### config.mk
export PLATFORM = sky130hd
export DESIGN_NAME = uig_top
export DESIGN_NICKNAME = d
export VERILOG_FILES = /design/src/rtl/uig_gate.v /design/src/rtl/uig_sticky.v /design/src/rtl/uig_top.v
export VERILOG_INCLUDE_DIRS = /design/src /design/src/inc
export SDC_FILE = /design/constraint.sdc
export NUM_CORES = 1
export LEC_CHECK = 0
export BUFFER_PORTS_ARGS = -buffer_cell sky130_fd_sc_hd__buf_2
export CAP_MARGIN = 20
export CORE_MARGIN = 8
export CORE_UTILIZATION = 25
export DETAILED_ROUTE_END_ITERATION = 10
export PLACE_DENSITY = 0.46
export SYNTH_ARGS = -nofsm -noshare
export SYNTH_HDL_FRONTEND = slang
export SYNTH_HIERARCHICAL = 1
export SYNTH_SLANG_ARGS = --single-unit
### constraint.sdc
create_clock -name MCLK -period 2.3 [get_ports MCLK]
set_input_delay 0.23 -clock MCLK [delete_from_list [all_inputs] [get_ports MCLK]]
set_output_delay 0.23 -clock MCLK [all_outputs]
set_load 0.05 [all_outputs]
### src/inc/uig_map.vh
`ifndef UIG_MAP_VH
`define UIG_MAP_VH
// Byte addresses of the register window.
`define UIG_ADDR_DIV_LOW 32'hE000C000
`define UIG_ADDR_MASK 32'hE000C004
`define UIG_ADDR_LCTRL 32'hE000C00C
`define UIG_ADDR_LSTAT 32'hE000C014
`define UIG_ADDR_EVSTAT 32'hE000C040
`define UIG_ADDR_EVMASK 32'hE000C044
// Interrupt source mask field positions.
`define UIG_MASK_RXAV 0
`define UIG_MASK_TXE 1
`define UIG_MASK_RLS 2
`define UIG_MASK_ABEO 8
`define UIG_MASK_ABTO 9
// Writable bits of the source mask; the rest read as zero.
`define UIG_MASK_IMPL 32'h00000307
`define UIG_MASK_RST 32'h00000000
// Divisor latch reset values.
`define UIG_DIV_LOW_RST 8'h01
`define UIG_DIV_HIGH_RST 8'h00
// Line control: divisor access select bit.
`define UIG_LCTRL_DAS 7
// Line status field positions.
`define UIG_LSTAT_RDR 0
`define UIG_LSTAT_ERR_LO 1
`define UIG_LSTAT_TXE 5
// Event layout: one bit per source, shared by event status and event mask.
`define UIG_EV_RXAV 0
`define UIG_EV_CTI 1
`define UIG_EV_TXE 2
`define UIG_EV_RLS 3
`define UIG_EV_ABEO 4
`define UIG_EV_ABTO 5
`define UIG_EV_W 6
`define UIG_EV_RST 6'h00
// AXI responses.
`define UIG_RESP_OKAY 2'h0
`define UIG_RESP_SLVERR 2'h2
`endif

### src/rtl/uig_gate.v
`timescale 1ns/1ps
`default_nettype none
`include "uig_map.vh"
module uig_gate (
  input wire [31:0] mask,
  input wire rx_avail,
  input wire rx_tmo,
  input wire tx_empty,
  input wire line_err,
  input wire ab_done,
  input wire ab_tmo,
  output wire [`UIG_EV_W-1:0] gated
);
  // Each source passes only while its enable bit is one.
  assign gated[`UIG_EV_RXAV] = rx_avail & mask[`UIG_MASK_RXAV];
  // The time-out source has no enable of its own and shares the data-available bit.
  assign gated[`UIG_EV_CTI] = rx_tmo & mask[`UIG_MASK_RXAV];
  assign gated[`UIG_EV_TXE] = tx_empty & mask[`UIG_MASK_TXE];
  assign gated[`UIG_EV_RLS] = line_err & mask[`UIG_MASK_RLS];
  assign gated[`UIG_EV_ABEO] = ab_done & mask[`UIG_MASK_ABEO];
  assign gated[`UIG_EV_ABTO] = ab_tmo & mask[`UIG_MASK_ABTO];
endmodule
`default_nettype wire

### src/rtl/uig_sticky.v
`timescale 1ns/1ps
`default_nettype none
module uig_sticky #(
  parameter W = 6
) (
  input wire clk,
  input wire rst_n,
  input wire [W-1:0] lvl,
  input wire [W-1:0] clr,
  output reg [W-1:0] flag_q
);
  reg [W-1:0] prev_q;
  wire [W-1:0] rise;
  wire [W-1:0] flag_d;

  // A rising level sets its flag; the set beats a clear in the same cycle.
  assign rise = lvl & ~prev_q;
  assign flag_d = (flag_q & ~clr) | rise;

  // Both registers clear to zero under the synchronous reset.
  always @(posedge clk) begin
    if (!rst_n) begin
      prev_q <= {W{1'b0}};
      flag_q <= {W{1'b0}};
    end else begin
      prev_q <= lvl;
      flag_q <= flag_d;
    end
  end
endmodule
`default_nettype wire

### src/rtl/uig_top.v
// Operation
// - Mask bit 0 gates the receive-data-available source onto the request.
// - Mask bit 0 also gates the character time-out source.
// - Mask bit 1 gates transmit-holding-empty; line status bit 5 stays readable.
// - Mask bit 2 gates line errors; line status bits 4:1 stay readable.
// - Mask bit 8 gates the auto-baud completed source.
// - Mask bit 9 gates the auto-baud time-out source.
// - The mask register answers at its address only while divisor select is zero.
// - The divisor is sixteen bits: high byte above, low byte below.
// - With divisor select one, the mask address reaches the divisor high byte.
//
// The AXI4-Lite register port was left to the implementer.
`timescale 1ns/1ps
`default_nettype none
`include "uig_map.vh"
module uig_top (
  input wire MCLK,
  input wire RST_N,
  input wire [31:0] S_AXI_AWADDR,
  input wire [2:0] S_AXI_AWPROT,
  input wire S_AXI_AWVALID,
  output reg S_AXI_AWREADY,
  input wire [31:0] S_AXI_WDATA,
  input wire [3:0] S_AXI_WSTRB,
  input wire S_AXI_WVALID,
  output reg S_AXI_WREADY,
  output reg [1:0] S_AXI_BRESP,
  output reg S_AXI_BVALID,
  input wire S_AXI_BREADY,
  input wire [31:0] S_AXI_ARADDR,
  input wire [2:0] S_AXI_ARPROT,
  input wire S_AXI_ARVALID,
  output reg S_AXI_ARREADY,
  output reg [31:0] S_AXI_RDATA,
  output reg [1:0] S_AXI_RRESP,
  output reg S_AXI_RVALID,
  input wire S_AXI_RREADY,
  input wire RX_DATA_AVAIL,
  input wire RX_TIMEOUT,
  input wire TX_HOLDING_EMPTY,
  input wire [3:0] LINE_ERR,
  input wire AUTOBAUD_DONE,
  input wire AUTOBAUD_TIMEOUT,
  output reg [15:0] DIVISOR,
  output reg DIVISOR_ACCESS_SEL,
  output reg [`UIG_EV_W-1:0] GATED_PENDING,
  output reg UART_IRQ,
  output reg EVENT_IRQ
);
  // Write channel holding registers.
  reg aw_full_q;
  reg [31:0] aw_addr_q;
  reg w_full_q;
  reg [31:0] w_data_q;
  reg [3:0] w_strb_q;
  // Programmable state.
  reg [31:0] interrupt_source_mask_q;
  reg [7:0] div_low_q;
  reg [7:0] divisor_high_byte_q;
  reg [7:0] lctrl_q;
  reg [`UIG_EV_W-1:0] ev_mask_q;
  // Registered view of the line status inputs.
  reg [7:0] line_status_reg_q;
  // Decode and next-value signals.
  wire [31:0] wa;
  wire [31:0] ra;
  wire do_write;
  wire do_read;
  wire divisor_access_sel;
  wire line_err_any;
  wire [`UIG_EV_W-1:0] gated;
  wire [`UIG_EV_W-1:0] ev_status;
  wire [31:0] mask_impl;
  reg [`UIG_EV_W-1:0] ev_clr;
  reg wr_hit;
  reg [31:0] interrupt_source_mask_d;
  reg [7:0] div_low_d;
  reg [7:0] divisor_high_byte_d;
  reg [7:0] lctrl_d;
  reg [`UIG_EV_W-1:0] ev_mask_d;
  reg rd_hit;
  reg [31:0] rd_data;

  // Protection bits carry no meaning for this block.
  assign wa = {aw_addr_q[31:2], 2'b00};
  assign ra = {S_AXI_ARADDR[31:2], 2'b00};
  assign divisor_access_sel = lctrl_q[`UIG_LCTRL_DAS];
  assign line_err_any = |LINE_ERR;
  assign mask_impl = `UIG_MASK_IMPL;
  // A write is carried out once address and data are both held and no response waits.
  assign do_write = aw_full_q & w_full_q & ~S_AXI_BVALID;
  assign do_read = S_AXI_ARVALID & S_AXI_ARREADY;

  // Enable gating of the six interrupt sources.
  uig_gate u_gate (
    .mask(interrupt_source_mask_q),
    .rx_avail(RX_DATA_AVAIL),
    .rx_tmo(RX_TIMEOUT),
    .tx_empty(TX_HOLDING_EMPTY),
    .line_err(line_err_any),
    .ab_done(AUTOBAUD_DONE),
    .ab_tmo(AUTOBAUD_TIMEOUT),
    .gated(gated)
  );

  // Sticky event flags, set by the rise of each enabled source.
  uig_sticky #(
    .W(`UIG_EV_W)
  ) u_sticky (
    .clk(MCLK),
    .rst_n(RST_N),
    .lvl(gated),
    .clr(ev_clr),
    .flag_q(ev_status)
  );

  // Write address channel: take one address and hold it until the write is done.
  always @(posedge MCLK) begin
    if (!RST_N) begin
      aw_full_q <= 1'b0;
      aw_addr_q <= 32'h00000000;
      S_AXI_AWREADY <= 1'b0;
    end else begin
      if (S_AXI_AWVALID && S_AXI_AWREADY) begin
        aw_full_q <= 1'b1;
        aw_addr_q <= S_AXI_AWADDR;
        S_AXI_AWREADY <= 1'b0;
      end else if (do_write) begin
        aw_full_q <= 1'b0;
      end else begin
        S_AXI_AWREADY <= ~aw_full_q & ~S_AXI_BVALID;
      end
    end
  end

  // Write data channel: same scheme, so address and data may come in either order.
  always @(posedge MCLK) begin
    if (!RST_N) begin
      w_full_q <= 1'b0;
      w_data_q <= 32'h00000000;
      w_strb_q <= 4'h0;
      S_AXI_WREADY <= 1'b0;
    end else begin
      if (S_AXI_WVALID && S_AXI_WREADY) begin
        w_full_q <= 1'b1;
        w_data_q <= S_AXI_WDATA;
        w_strb_q <= S_AXI_WSTRB;
        S_AXI_WREADY <= 1'b0;
      end else if (do_write) begin
        w_full_q <= 1'b0;
      end else begin
        S_AXI_WREADY <= ~w_full_q & ~S_AXI_BVALID;
      end
    end
  end

  // Write decode; the byte lanes outside each field are ignored.
  always @* begin
    wr_hit = 1'b0;
    ev_clr = {`UIG_EV_W{1'b0}};
    interrupt_source_mask_d = interrupt_source_mask_q;
    div_low_d = div_low_q;
    divisor_high_byte_d = divisor_high_byte_q;
    lctrl_d = lctrl_q;
    ev_mask_d = ev_mask_q;
    if (do_write) begin
      case (wa)
        `UIG_ADDR_DIV_LOW: begin
          // The low divisor byte shares its address with the receive buffer.
          wr_hit = divisor_access_sel;
          if (divisor_access_sel && w_strb_q[0]) begin
            div_low_d = w_data_q[7:0];
          end
        end
        `UIG_ADDR_MASK: begin
          wr_hit = 1'b1;
          if (divisor_access_sel) begin
            if (w_strb_q[0]) begin
              divisor_high_byte_d = w_data_q[7:0];
            end
          end else begin
            // Unused bits are not stored, so any value software leaves there is harmless.
            if (w_strb_q[0]) begin
              interrupt_source_mask_d[7:0] = w_data_q[7:0] & mask_impl[7:0];
            end
            if (w_strb_q[1]) begin
              interrupt_source_mask_d[15:8] = w_data_q[15:8] & mask_impl[15:8];
            end
          end
        end
        `UIG_ADDR_LCTRL: begin
          wr_hit = 1'b1;
          if (w_strb_q[0]) begin
            lctrl_d = w_data_q[7:0];
          end
        end
        `UIG_ADDR_LSTAT: begin
          // Line status is read only; a write is accepted and dropped.
          wr_hit = 1'b1;
        end
        `UIG_ADDR_EVSTAT: begin
          wr_hit = 1'b1;
          if (w_strb_q[0]) begin
            ev_clr = w_data_q[`UIG_EV_W-1:0];
          end
        end
        `UIG_ADDR_EVMASK: begin
          wr_hit = 1'b1;
          if (w_strb_q[0]) begin
            ev_mask_d = w_data_q[`UIG_EV_W-1:0];
          end
        end
        default: begin
          wr_hit = 1'b0;
        end
      endcase
    end
  end

  // Programmable registers; every enable starts cleared.
  always @(posedge MCLK) begin
    if (!RST_N) begin
      interrupt_source_mask_q <= `UIG_MASK_RST;
      div_low_q <= `UIG_DIV_LOW_RST;
      divisor_high_byte_q <= `UIG_DIV_HIGH_RST;
      lctrl_q <= 8'h00;
      ev_mask_q <= `UIG_EV_RST;
    end else begin
      interrupt_source_mask_q <= interrupt_source_mask_d;
      div_low_q <= div_low_d;
      divisor_high_byte_q <= divisor_high_byte_d;
      lctrl_q <= lctrl_d;
      ev_mask_q <= ev_mask_d;
    end
  end

  // Write response, one cycle after the write is carried out.
  always @(posedge MCLK) begin
    if (!RST_N) begin
      S_AXI_BVALID <= 1'b0;
      S_AXI_BRESP <= `UIG_RESP_OKAY;
    end else begin
      if (do_write) begin
        S_AXI_BVALID <= 1'b1;
        S_AXI_BRESP <= wr_hit ? `UIG_RESP_OKAY : `UIG_RESP_SLVERR;
      end else if (S_AXI_BVALID && S_AXI_BREADY) begin
        S_AXI_BVALID <= 1'b0;
      end
    end
  end

  // Read decode; reserved bits read as zero.
  always @* begin
    rd_hit = 1'b1;
    rd_data = 32'h00000000;
    case (ra)
      `UIG_ADDR_DIV_LOW: begin
        // With divisor select clear this address belongs to the receive buffer,
        // which lives outside this block, so it reads zero here.
        if (divisor_access_sel) begin
          rd_data[7:0] = div_low_q;
        end
      end
      `UIG_ADDR_MASK: begin
        if (divisor_access_sel) begin
          rd_data[7:0] = divisor_high_byte_q;
        end else begin
          rd_data = interrupt_source_mask_q;
        end
      end
      `UIG_ADDR_LCTRL: begin
        rd_data[7:0] = lctrl_q;
      end
      `UIG_ADDR_LSTAT: begin
        // Raw conditions, whatever the enables say.
        rd_data[7:0] = line_status_reg_q;
      end
      `UIG_ADDR_EVSTAT: begin
        rd_data[`UIG_EV_W-1:0] = ev_status;
      end
      `UIG_ADDR_EVMASK: begin
        rd_data[`UIG_EV_W-1:0] = ev_mask_q;
      end
      default: begin
        rd_hit = 1'b0;
      end
    endcase
  end

  // Read channel: one read at a time, data one cycle after the address is taken.
  always @(posedge MCLK) begin
    if (!RST_N) begin
      S_AXI_ARREADY <= 1'b0;
      S_AXI_RVALID <= 1'b0;
      S_AXI_RDATA <= 32'h00000000;
      S_AXI_RRESP <= `UIG_RESP_OKAY;
    end else begin
      if (do_read) begin
        S_AXI_ARREADY <= 1'b0;
        S_AXI_RVALID <= 1'b1;
        S_AXI_RDATA <= rd_data;
        S_AXI_RRESP <= rd_hit ? `UIG_RESP_OKAY : `UIG_RESP_SLVERR;
      end else if (S_AXI_RVALID) begin
        if (S_AXI_RREADY) begin
          S_AXI_RVALID <= 1'b0;
        end
      end else begin
        S_AXI_ARREADY <= 1'b1;
      end
    end
  end

  // Line status snapshot; the enables never touch these bits.
  always @(posedge MCLK) begin
    if (!RST_N) begin
      line_status_reg_q <= 8'h00;
    end else begin
      line_status_reg_q <= 8'h00;
      line_status_reg_q[`UIG_LSTAT_RDR] <= RX_DATA_AVAIL;
      line_status_reg_q[`UIG_LSTAT_ERR_LO+3:`UIG_LSTAT_ERR_LO] <= LINE_ERR;
      line_status_reg_q[`UIG_LSTAT_TXE] <= TX_HOLDING_EMPTY;
    end
  end

  // Outputs to the baud generator and the interrupt controller.
  // The request follows the gated level with one cycle of delay; the
  // identification logic outside decides priority among the pending sources.
  always @(posedge MCLK) begin
    if (!RST_N) begin
      DIVISOR <= {`UIG_DIV_HIGH_RST, `UIG_DIV_LOW_RST};
      DIVISOR_ACCESS_SEL <= 1'b0;
      GATED_PENDING <= {`UIG_EV_W{1'b0}};
      UART_IRQ <= 1'b0;
      EVENT_IRQ <= 1'b0;
    end else begin
      DIVISOR <= {divisor_high_byte_q, div_low_q};
      DIVISOR_ACCESS_SEL <= divisor_access_sel;
      GATED_PENDING <= gated;
      UART_IRQ <= |gated;
      EVENT_IRQ <= |(ev_status & ev_mask_q);
    end
  end
endmodule
`default_nettype wire

### After elaboration in Yosys (flattened, before gate mapping)

Cells that the tools add are included.

| storage, ports and cells | value |
|---|---|
| register bits after elaboration | 161 |
| latch bits | 0 |
| bits in writable memories | 0 |
| memory bits (read-only) | 0 |
| input bits | 122 |
| output and inout port bits | 66 |
| logic and storage cells | 104 |
| memories | 0 |

| operators by class | value |
|---|---|
| add/subtract/negate cells | 0 |
| multipliers | 0 |
| divide/modulo/power cells | 0 |
| magnitude comparators | 0 |
| eq/ne operators | 12 |
| shift-type cells | 0 |
| multiplexer cells | 22 |
| bitwise operators | 22 |
| reductions and logical operators | 21 |

Operator list:

| kind | count |
|---|---|
| == test 30 bit, second input constant | 12 |
| one-hot mux 6 bit (6 select lines) | 1 |
| 2-to-1 mux 24 bit | 1 |
| bitwise AND 6 bit | 3 |
| 2-to-1 mux 6 bit | 3 |
| OR reduction 6 bit | 3 |
| 2-to-1 mux 8 bit | 2 |
| NOT 6 bit | 2 |
| AND reduction 4 bit | 3 |
| bitwise AND 1 bit | 11 |
| 2-to-1 mux 1 bit | 10 |
| AND reduction 3 bit | 3 |
| one-hot mux 2 bit (4 select lines) | 1 |
| 2-to-1 mux 2 bit | 3 |
| bitwise OR 6 bit | 1 |
| nonzero test 2 bit | 3 |
| OR reduction 2 bit | 3 |
| NOT 1 bit | 5 |
| OR reduction 5 bit | 1 |
| logical AND 1 bit | 4 |
| OR reduction 4 bit | 1 |
| one-hot mux 1 bit (2 select lines) | 1 |

### Logic depth before layout (Yosys ltp)

Gate-level depths: netlist of the first run.

| depth | value |
|---|---|
| depth in word-level cells | 6 |
| gate-level depth with buffers | 8 |
| mapped depth without buffers | 6 |

### Modules after synthesis

Netlist of the first run, hierarchy kept.

Modules (own cells, without submodules):

| module | instances | cells an instance | area an instance (um^2) | seq. area each (um^2) |
|---|---|---|---|---|
| uig_top | 1 | 601 | 5212.5 | 2542.4 |
| uig_sticky | 1 | 37 | 420.4 | 240.2 |
| uig_gate | 1 | 6 | 37.5 | 0.0 |

### Worst setup path before layout of the first run

OpenSTA, ideal clock, no wires.

| timing | value |
|---|---|
| path kind | flip-flop to flip-flop |
| start | reg S_AXI_BVALID |
| end | reg u_sticky.flag_q[1] |
| library setup time | 0.066 ns |
| data arrival time | 1.921 ns |
| data required time | 2.234 ns |
| path slack | 0.313 ns |
| stages on the path, launching flop included | 9 |
| buffers on the path | 2 |
| clock period less this slack | 1.987 ns |
| path through | dfxtp_1 -> and3b_1 -> and4_1 -> clkbuf_1 -> and2_1 -> clkbuf_1 -> and4_1 -> nand2b_1 -> a21boi_2 |

| between the ends | value |
|---|---|
| cells in the longest elaborated chain, start to end | 6 |

Ends and longest elaborated chain:

| what | RTL line | RTL |
|---|---|---|
| start, declared | uig_top.v:28 | `output reg S_AXI_BVALID,` |
| start signal, assigned | uig_top.v:240 | `S_AXI_BVALID <= 1'b0;` |
| start signal, assigned | uig_top.v:244 | `S_AXI_BVALID <= 1'b1;` |
| start signal, assigned | uig_top.v:247 | `S_AXI_BVALID <= 1'b0;` |
| NOT 1 bit | uig_top.v:91 | `assign do_write = aw_full_q & w_full_q & ~S_AXI_BVALID;` |
| bitwise AND 1 bit | uig_top.v:91 |  |
| 2-to-1 mux 6 bit | uig_top.v:166 | `if (do_write) begin` |
| net ev_clr[1] | uig_top.v:74 | `` reg [`UIG_EV_W-1:0] ev_clr; `` |
| NOT 6 bit | uig_sticky.v:18 | `assign flag_d = (flag_q & ~clr) \| rise;` |
| bitwise AND 6 bit | uig_sticky.v:18 |  |
| bitwise OR 6 bit | uig_sticky.v:18 |  |
| end signal, assigned | uig_sticky.v:24 | `flag_q <= {W{1'b0}};` |
| end signal, assigned | uig_sticky.v:27 | `flag_q <= flag_d;` |
| end, declared | uig_sticky.v:10 | `output reg [W-1:0] flag_q` |

The timed path passes the listed nets, and every way through them passes these cells.
A chain may end at the register's enable or synchronous reset.

### Worst setup path in the final report of the first run

| timing | value |
|---|---|
| start | reg aw_addr_q[21] |
| end | reg u_sticky.flag_q[3] |

| between the ends | value |
|---|---|
| cells in the longest elaborated chain, start to end | 6 |

Ends and longest elaborated chain:

| what | RTL line | RTL |
|---|---|---|
| start, declared | uig_top.v:52 | `reg [31:0] aw_addr_q;` |
| start signal, assigned | uig_top.v:121 | `aw_addr_q <= 32'h00000000;` |
| start signal, assigned | uig_top.v:126 | `aw_addr_q <= S_AXI_AWADDR;` |
| == test 30 bit | uig_top.v:167 | `case (wa)` |
| 2-to-1 mux 6 bit | uig_top.v:167 |  |
| 2-to-1 mux 6 bit | uig_top.v:166 |  |
| net ev_clr[3] | uig_top.v:74 |  |
| NOT 6 bit | uig_sticky.v:18 |  |
| bitwise AND 6 bit | uig_sticky.v:18 |  |
| bitwise OR 6 bit | uig_sticky.v:18 |  |

The timed path passes the listed nets, and every way through them passes these cells.

==> impl_metrics.toml, run 1 <==
[run_status]
status = "completed"

[place]
place_congestion = 0.7764
io_buffers = 129
dp_hpwl_um = 12350

[global_routing]
gr-total-overflow = 0
antenna_found_initial = 1
grt_pass1_wl_um = 26120
grt_pass1_vias = 4847
grt_use_total_pct = 11.86
grt_max_degree = 70

[logic_synthesis]
synth_area_leaders = "dfxtp_1 49%, nand2_1 7.7%, mux2i_1 6.5%"
syn_avg_cell_area_um2 = 8.805
synth.cell_area_um2 = 5670
synth-edff-count = 0
yosysWarnings = 6
synth_top_cell_by_area = "dfxtp_1"
synthDistinctLibCells = 49
async_reset_ff_share_pct = 0
synth_ff_type = "dfxtp_1"
synthCells = 644
yosysTopAreaCellShare_pct = 49.07
ys_seq_area_share_pct = 49.07
ys_seq_elements = 139

[setup_path]
cp.required_ns = 2.61
cp_max_fo = 9
path_depth = 6
cp_cell_sequence = "nor4_1, and4_1, and2_1, and4_1, nand2b_1, a21boi_2"
crit_path_max_incr_delay_ns = 0.44
path_delay_family = "simple AND/OR/NAND/NOR gates"
critical_path_arrival_ns = 2.24
path_buf_inv = 0
path_common_cell = "and4_1"
slowest_stage = "and4_1"
crit_path_end_kind = "flip-flop"
start_kind = "flip-flop"
reg2reg_depth = 6
path_class = "flip-flop to flip-flop"

[route]
drc_errors = 0
firstDrtPassIters = 4
vias = 4662
routed_wl_um = 16410
first_iter_violations = 144
vias_per_cell = 4.369
ant_nets = 0
post_drt_wl_per_cell_um = 15.38

[timing]
rsz0062_at_grt = "false"
finalSetupTns_ns = 0
hold_viol = 0
relSlewSlack_pct = 59.98
fin_skew_ns = 0.005923
worst-slew-pin-transition_ns = 0.6002
hold_ws_ns = 0.03349
min_period_ns = 1.931
finalSetupViolations = 0
drv_slew = 0
fmax_mhz = 517.9
min_period_over_period_pct = 83.95

[pwr]
p_sw_mw = 1.447
p_clk_share_pct = 48.0
pwr_density_cell_nw_per_um2 = 794.8
combinationalPowerShare_pct = 7.7
p_leak_nw = 3.053
irDropWorstVdd_mv = 0.4416
switching_share_pct = 25.53
sequentialPowerShare_pct = 44.3
p_int_mw = 4.223

[min_path]
hold_depth = 2
min_path_type = "primary input to flip-flop"

[floorplan]
core-area_um2 = 22430
chipHeight_um = 166.6
initial_core_util_pct = 25.28
die_area_um2 = 27760
num_rows = 55
ios = 188
fp.dieW_um = 166.6

[clock_tree]
clkSlewWorstSetupHoldPaths_ns = 0.06
hold_buffers = 0
htreeDepth = 4
tritoncts = "done"
cts-root-buf = "clkbuf_16"
numCtsBuffers = 17
postCtsSetupBuffers = 0
cts_resized = 0
clock_path_buffers = 2
clock_latency_ns = 0.42
cts.sinks = 139

[final_layout]
fill_cells = 2424
num_antenna_cells = 0
final_net_count = 891
post-route-util_pct = 31.80
final_cell_mix = "139 x dfxtp_1, 129 x buf_2, 116 x nand2_1"
final_common_cell = "dfxtp_1"
area_growth_pct = 25.82
drive_gt1_share_pct = 24.81

[job]
maxCapViolCount = 0
[routing by layer]
| metal | routed length (µm) | global-route usage [%] | vias up |
|---|---|---|---|
| li1 | - | - | 2408 |
| met1 | 7731 | 14.17 | 2125 |
| met2 | 7639 | 19.60 | 108 |
| met3 | 801 | 3.901 | 19 |
| met4 | 227 | 4.348 | 2 |
| met5 | 10 | 0 | - |
[state kept, by name (all words and copies together) (netlist names), 2 cells and up]
name and count:
u_sticky/flag_q 6, interrupt_source_mask_q 5, GATED_PENDING 6, w_strb_q 2, ev_mask_q 6, line_status_reg_q 6
aw_addr_q 30, divisor_high_byte_q 8, S_AXI_RDATA 10, lctrl_q 8, u_sticky/prev_q 6, w_data_q 10
div_low_q 8, DIVISOR 16
[synthesized netlist by cell type (5+ instances only)]
library cell,count
dfxtp_1,139
and4_1,8
buf_4,25
a21oi_1,58
nor3_1,6
nor4_1,5
nand4_1,6
mux2i_1,37
and2_1,47
clkbuf_1,31
nor2_1,41
nand2_1,116
o21ai_0,17
a211oi_1,5
and3_1,7
nand3_1,14
nand2b_1,17
nor4b_1,6
[power by group through the flow]
stage / sequential [mW] / combinational [mW] / clock, mW
floorplan: 2.59 / 0.281 / 0
global placement: 2.57 / 0.437 / 0
detailed placement: 2.57 / 0.439 / 0
CTS: 2.51 / 0.440 / 2.80
global route: 2.52 / 0.478 / 2.89
finish: 2.51 / 0.436 / 2.72
[worst paths after layout]
kind / start / to / slack (ns)
max: aw_addr_q[21] / u_sticky/flag_q[3] / 0.37
min: RX_DATA_AVAIL / line_status_reg_q[0] / 0.03
max reg2reg: aw_addr_q[21] / u_sticky/flag_q[3] / 0.37
min reg2reg: aw_addr_q[29] / aw_addr_q[29] / 0.45
[metrics by stage]
| step | instances | setup WS (ns) | power, mW | cell area, µm² |
|---|---|---|---|---|
| CTS | 1067 | 0.3188 | 5.753 | 7134 |
| global route | 1067 | 0.1660 | 5.888 | 7134 |
| global placement | 1035 | 0.3134 | 3.003 | 6550 |
| finish | 1067 | 0.3691 | 5.670 | 7134 |
| detailed placement | 1035 | 0.2950 | 3.006 | 6550 |
| floorplan | 667 | 0.3131 | 2.868 | 5757 |
[area by class of cell]
type / count / area, µm² / share of cell area [%]
Clock inverter: 14 / 145.1 / 2.034
Multi-Input combinational cell: 463 / 2625 / 36.79
Timing Repair Buffer: 144 / 770.7 / 10.80
Sequential cell: 139 / 2783 / 39.00
Clock buffer: 18 / 439.2 / 6.156
Tap cell: 285 / 356.6 / 4.998
Inverter: 4 / 15.01 / 0.2105
[cell families after synthesis]
family          after synthesis  synth area share (%)
fa+ha+maj                     1                0.1765
compound gates              105                 11.25
other cells                   1               0.06613
mux                          38                 6.730
simple gates                295                 26.54
buf+inv                      65                 6.156
flops                       139                 49.07
Note: power is estimated with default switching activity, not from simulation.
==> run 2, diff against run 1 <==
==> constraint.sdc (replaced) <==
create_clock -name MCLK -period 1.8 [get_ports MCLK]
set_input_delay 0.18 -clock MCLK [delete_from_list [all_inputs] [get_ports MCLK]]
set_output_delay 0.18 -clock MCLK [all_outputs]
set_load 0.05 [all_outputs]
==> run 2 against run 1 <==
Clock power increased by 31%. Global-route usage grew 0.65 points. Routed wire length up 3.9%. Register-to-register slack got worse by 0.24 ns. Clock skew increased by 0.0031 ns. Utilization rose by 2.9 points. Via count is 4.4% higher. Total power increased by 31%. Non-clock buffer count increased by 61. Worst setup slack lost 0.27 ns. Die area unchanged. Critical endpoint is now UART_IRQ.
==> impl_metrics.toml, run 2 (synthesis results as in run 1) <==
[clock_tree]
postCtsSetupBuffers = 0
tritoncts = "done"
clock_path_buffers = 2
clkSlewWorstSetupHoldPaths_ns = 0.06
htreeDepth = 4
cts-root-buf = "clkbuf_16"
clock_latency_ns = 0.43
numCtsBuffers = 17
cts.sinks = 139

[global_routing]
grt_pass1_wl_um = 27760
gr-total-overflow = 0
antenna_found_initial = 1
grt_use_total_pct = 12.51
grt_pass1_vias = 5149
grt_max_degree = 32

[final_layout]
top_register = "aw_addr_q"
largest_reg_flops = 30
final_common_cell = "dfxtp_1"
drive_gt1_share_pct = 26.33
final_net_count = 952
post-route-util_pct = 34.67
design_area_um2 = 7779
area_growth_pct = 37.18
final_cell_mix = "138 x dfxtp_1, 129 x buf_2, 116 x nand2_1"
fill_cells = 2428
largest_registers = "aw_addr_q: 30 flops, DIVISOR: 16 flops"

[pwr]
p_int_mw = 5.533
p_sw_mw = 1.885
sequentialPowerShare_pct = 43.3
p_leak_nw = 3.339
irDropWorstVdd_mv = 0.5722
combinationalPowerShare_pct = 8.8
p_clk_share_pct = 47.9
pwr_density_cell_nw_per_um2 = 953.6
switching_share_pct = 25.41

[route]
drc_errors = 0
vias_per_cell = 4.310
routed_wl_um = 17050
post_drt_wl_per_cell_um = 15.10
vias = 4866
ant_nets = 0
first_iter_violations = 192
firstDrtPassIters = 4

[floorplan]
ios = 188
core-area_um2 = 22430
fp.dieW_um = 166.6
initial_core_util_pct = 25.28
num_rows = 55
chipHeight_um = 166.6
die_area_um2 = 27760

[timing]
hold_ws_ns = 0.01527
relSlewSlack_pct = 66.43
finalSetupTns_ns = 0
hold_viol = 0
finalSetupViolations = 0
rsz0062_at_grt = "false"
drv_slew = 0
min_period_ns = 1.700
fmax_mhz = 588.1
min_period_over_period_pct = 94.47
worst-slew-pin-transition_ns = 0.5024
fin_skew_ns = 0.009012

[setup_path]
reg2reg_slack_ns = 0.13
cp.required_ns = 2.11
start_kind = "primary input"
path_class = "primary input to flip-flop"
cp_cell_sequence = "dlygate4sd3_1, buf_2, or4_1, and2_1, nor4_2, a21oi_1"
slowest_stage = "dlygate4sd3_1"
r2r_start = "aw_addr_q[9]"
r2r-end = "div_low_q[6]"
critical_path_arrival_ns = 2.01
crit_path_max_incr_delay_ns = 0.55
cp_max_fo = 2
crit_path_end_kind = "flip-flop"
reg2reg_depth = 7

[job]
maxCapViolCount = 0

[place]
dp_hpwl_um = 12740
io_buffers = 129
place_area_um2 = 6706
place_congestion = 0.8070

[min_path]
hold_depth = 3
min-delay-start = "S_AXI_AWADDR[22]"
min_path_type = "primary input to flip-flop"
holdPathEnd = "aw_addr_q[22]"

[run_status]
status = "completed"
run 2: critical path: cells and delay by family:
kind,cells,cell delay (ns)
and+or+nand+nor,3,1.04
AOI/OAI and AO/OA,1,0.11
buffers and inverters,2,0.69
run 2: per-stage QoR:
step                      setup WS [ns]  power, mW  std cells
after global routing            0.01210      7.720       1129
after CTS                       0.01288      7.524       1128
after global placement         -0.06791      3.855       1054
after detailed placement       -0.07703      3.858       1054
after floorplan                0.006142      3.664        667
final                           0.09952      7.418       1129
run 2: layout make-up:
cell class                      instances  area (µm²)  area share [%]
Antenna cell                            1       2.502         0.03217
Clock buffer                           21       460.4           5.919
Clock inverter                         11       136.4           1.753
Inverter                                4       15.01          0.1930
Multi-Input combinational cell        463        2670           34.33
Sequential cell                       139        2784           35.79
Tap cell                              285       356.6           4.584
Timing Repair Buffer                  205        1354           17.40
run 2: repair_timing:
item / 4_1_cts / 5_1_grt
endpoints found under the hold margin: 42 / 0
gates resized for setup: 3 / 11
pin swaps: 0 / 2
endpoints found under the setup margin: 14 / 35
hold buffers: 42 / 0
run 2: layer usage:
| layer | part of all wire [%] | GRT usage (%) | wire (µm) |
|---|---|---|---|
| met2 | 46 | 20.48 | 7871 |
| met4 | 2.1 | 4.505 | 357 |
| met1 | 46 | 14.93 | 7831 |
| met5 | 0 | 0 | 0 |
| met3 | 5.8 | 4.444 | 991 |
run 2: power by group through the flow:
stage          sequential [mW]  clock (mW)  combinational, mW
2_1_floorplan             3.30           0              0.359
3_3_place_gp              3.27           0              0.580
3_5_place_dp              3.28           0              0.583
4_1_cts                   3.21        3.66              0.656
5_1_grt                   3.22        3.79              0.717
6_report                  3.21        3.56              0.653
run 2: worst max path at each step:
stage / from / endpoint / slack, ns / cells after the start
finish: LINE_ERR[0] / UART_IRQ / 0.1 / 6
global route: aw_addr_q[10] / div_low_q[6] / 0.01 / 7
CTS: LINE_ERR[1] / UART_IRQ / 0.01 / 6
detailed placement: S_AXI_ARADDR[18] / S_AXI_RDATA[9] / -0.08 / 6
global placement: S_AXI_ARADDR[18] / S_AXI_RDATA[8] / -0.07 / 6
floorplan: S_AXI_BVALID / div_low_q[0] / 0.006 / 6
==> run 3, diff against run 2 <==
--- a/config.mk
+++ b/config.mk
@@ -6,13 +6,12 @@
 export SDC_FILE = /design/constraint.sdc
 export NUM_CORES = 1
 export LEC_CHECK = 0
-export BUFFER_PORTS_ARGS = -buffer_cell sky130_fd_sc_hd__buf_2
 export CAP_MARGIN = 20
 export CORE_MARGIN = 8
 export CORE_UTILIZATION = 25
 export DETAILED_ROUTE_END_ITERATION = 10
-export PLACE_DENSITY = 0.46
+export DONT_BUFFER_PORTS = 1
+export PLACE_DENSITY = 0.39
 export SYNTH_ARGS = -nofsm -noshare
 export SYNTH_HDL_FRONTEND = slang
-export SYNTH_HIERARCHICAL = 1
 export SYNTH_SLANG_ARGS = --single-unit
==> run 3 against run 2 <==
The run now ends with negative setup slack left. Global-route usage grew 0.80 points. Design area shrank 1.4%. Clock-buffer cell count shrank 2. Synthesized cell count fell by 4.7%. Largest cell class unchanged.
==> impl_metrics.toml, run 3 <==
[floorplan]
die_area_um2 = 26570
chipHeight_um = 163.0
initial_core_util_pct = 25.62
ios = 188
fp.dieW_um = 163.0
core-area_um2 = 21090
num_rows = 53

[setup_path]
cp_max_fo = 9
slowest_stage = "or4_4"
cp_cell_sequence = "nor4b_4, nand4_2, or4_4, buf_8, mux2i_2, nor2_1"
start_kind = "flip-flop"
r2r_start = "aw_addr_q[27]"
reg2reg_depth = 6
r2r-end = "lctrl_q[2]"
reg2reg_slack_ns = -0.06
critical_path_arrival_ns = 2.15
crit_path_max_incr_delay_ns = 0.47
crit_path_end_kind = "flip-flop"
path_class = "flip-flop to flip-flop"
cp.required_ns = 2.09

[final_layout]
final_common_cell = "nand2_1"
drive_gt1_share_pct = 18.41
final_net_count = 875
post-route-util_pct = 36.39
final_cell_mix = "142 x nand2_1, 128 x dfxtp_1, 97 x dlygate4sd3_1"
largest_registers = "aw_addr_q: 30 flops, DIVISOR: 16 flops"
fill_cells = 2192
area_growth_pct = 42.03
largest_reg_flops = 30
top_register = "aw_addr_q"
design_area_um2 = 7674

[timing]
fin_skew_ns = 0.009577
hold_ws_ns = 0.03657
relSlewSlack_pct = 53.83
fmax_mhz = 537.1
rsz0062_at_grt = "true"
finalSetupViolations = 18
drv_slew = 0
setup_ws_ns = -0.06198
min_period_over_period_pct = 103.4
worst-slew-pin-transition_ns = 0.6903
min_period_ns = 1.862
hold_viol = 0

[logic_synthesis]
synth_area_leaders = "dfxtp_1 49%, nand2_1 10%, a21oi_1 5.5%"
synth_top_cell_by_area = "dfxtp_1"
async_reset_ff_share_pct = 0
synth_ff_type = "dfxtp_1"
yosysTopAreaCellShare_pct = 49.28
syn_avg_cell_area_um2 = 8.799
yosysWarnings = 0
synthCells = 614
synth-edff-count = 0
ys_seq_area_share_pct = 49.28
synthDistinctLibCells = 56
synth_common_cells = "147 x nand2_1, 133 x dfxtp_1, 59 x a21oi_1"
synth.cell_area_um2 = 5403
ys_seq_elements = 133
yosysMostFrequentCell = "nand2_1"

[pwr]
p_leak_nw = 2.953
switching_share_pct = 24.91
p_clk_share_pct = 49.0
combinationalPowerShare_pct = 7.9
irDropWorstVdd_mv = 0.4497
p_int_mw = 5.356
sequentialPowerShare_pct = 43.0
pwr_density_cell_nw_per_um2 = 929.6
p_sw_mw = 1.777

[route]
vias = 4735
firstDrtPassIters = 5
top_layer = "met4"
post_drt_wl_per_cell_um = 16.67
ant_nets = 0
dr_wl_met3_um = 975
dr_wl_met2_um = 8388
routed_wl_um = 17370
vias_per_cell = 4.544
wl_met1_um = 7717
first_iter_violations = 242
drc_errors = 0

[min_path]
min_path_type = "primary input to flip-flop"
hold_depth = 3
holdPathEnd = "u_sticky.flag_q[1]"
min-delay-start = "RST_N"

[clock_tree]
numCtsBuffers = 17
clkSlewWorstSetupHoldPaths_ns = 0.06
tritoncts = "done"
clock_path_buffers = 2
cts.sinks = 133
cts-root-buf = "clkbuf_16"
clock_latency_ns = 0.42
htreeDepth = 4

[global_routing]
grt_use_total_pct = 13.32
gr-total-overflow = 0
grt_max_degree = 51
antenna_found_initial = 1
grt_pass1_vias = 4924
grt_pass1_wl_um = 27330

[place]
io_buffers = 0
place_area_um2 = 5976
dp_hpwl_um = 12680
place_congestion = 0.8251

[run_status]
status = "finished, violations left"
violations = "negative setup slack"

[job]
maxCapViolCount = 0
run 3: cell count changes in the layout (fill, tap and decap cells not counted), moves of 11 or more:
cell | before | now
and2_1 | 46 | 19
buf_2 | 129 | 0
dlygate4sd3_1 | 42 | 97
nand2_1 | 116 | 142
buf_4 | 30 | 46
inv_1 | 3 | 14
nor2_1 | 41 | 21
run 3: area by class of cell:
| class | instances | area [µm²] | share of cell area, % |
|---|---|---|---|
| Clock inverter | 13 | 147.6 | 1.924 |
| Multi-Input combinational cell | 436 | 2565 | 33.43 |
| Timing Repair Buffer | 150 | 1434 | 18.69 |
| Clock buffer | 19 | 452.9 | 5.902 |
| Tap cell | 275 | 344.1 | 4.484 |
| Sequential cell | 133 | 2671 | 34.81 |
| Antenna cell | 1 | 2.502 | 0.03261 |
| Inverter | 15 | 56.30 | 0.7337 |
run 3: metal layers:
metal  vias to the layer above  global-route usage [%]
met3                        19                   3.817
met5                         -                       0
li1                       2337                       -
met2                       120                   22.26
met1                      2259                   16.04
met4                         0                   4.671
run 3: cell families (layout without fill, tap and decap cells):
| family | count (synthesis) | after routing | synth area share [%] |
|---|---|---|---|
| other | 1 | 25 | 0.06941 |
| AO/OA/AOI/OAI | 112 | 112 | 12.11 |
| multiplexers | 36 | 36 | 6.832 |
| flip-flops | 133 | 133 | 49.28 |
| AND/OR/NAND/NOR | 264 | 264 | 25.08 |
| buffers and inverters | 68 | 197 | 6.623 |
run 3: power by group through the flow:
stage	combinational, mW	clock, mW	sequential (mW)
final	0.567	3.50	3.07
after floorplan	0.351	0	3.15
after CTS	0.565	3.59	3.07
after global routing	0.614	3.73	3.08
after detailed placement	0.430	0	3.13
after global placement	0.424	0	3.13
run 3: worst max path at each step:
stage	from	end	cells past startpoint
2_1_floorplan	S_AXI_BVALID	div_low_q[1]	7
3_3_place_gp	aw_addr_q[22]	interrupt_source_mask_q[0]	5
3_5_place_dp	aw_addr_q[20]	lctrl_q[3]	6
4_1_cts	aw_addr_q[27]	div_low_q[0]	6
5_1_grt	aw_addr_q[22]	interrupt_source_mask_q[0]	6
6_report	aw_addr_q[27]	lctrl_q[2]	6
run 3: worst max-delay path, delay by kind of cell, from the launching register on:
| family | cells | cell delay, ns |
|---|---|---|
| AND/OR/NAND/NOR | 4 | 1.07 |
| flip-flops | 1 | 0.33 |
| buffers and inverters | 1 | 0.17 |
| multiplexers | 1 | 0.17 |
run 3: stage by stage:
stage / worst slack [ns] / power, mW / cells / setup TNS, ns
after global routing: -0.1655 / 7.420 / 1041 / -3.384
after CTS: -0.05378 / 7.219 / 1040 / -0.7483
after floorplan: 0.009228 / 3.498 / 637 / 0
after global placement: -0.1301 / 3.551 / 911 / -2.300
after detailed placement: -0.1557 / 3.559 / 911 / -3.309
final: -0.06198 / 7.133 / 1042 / -0.6835
run 3: repair_timing:
item,4_1_cts,5_1_grt
pin swaps,11,9
resized for setup,15,17
hold endpoints to repair,110,1
buffers inserted,1,0
hold buffers,96,1
endpoints found under the setup margin,41,42
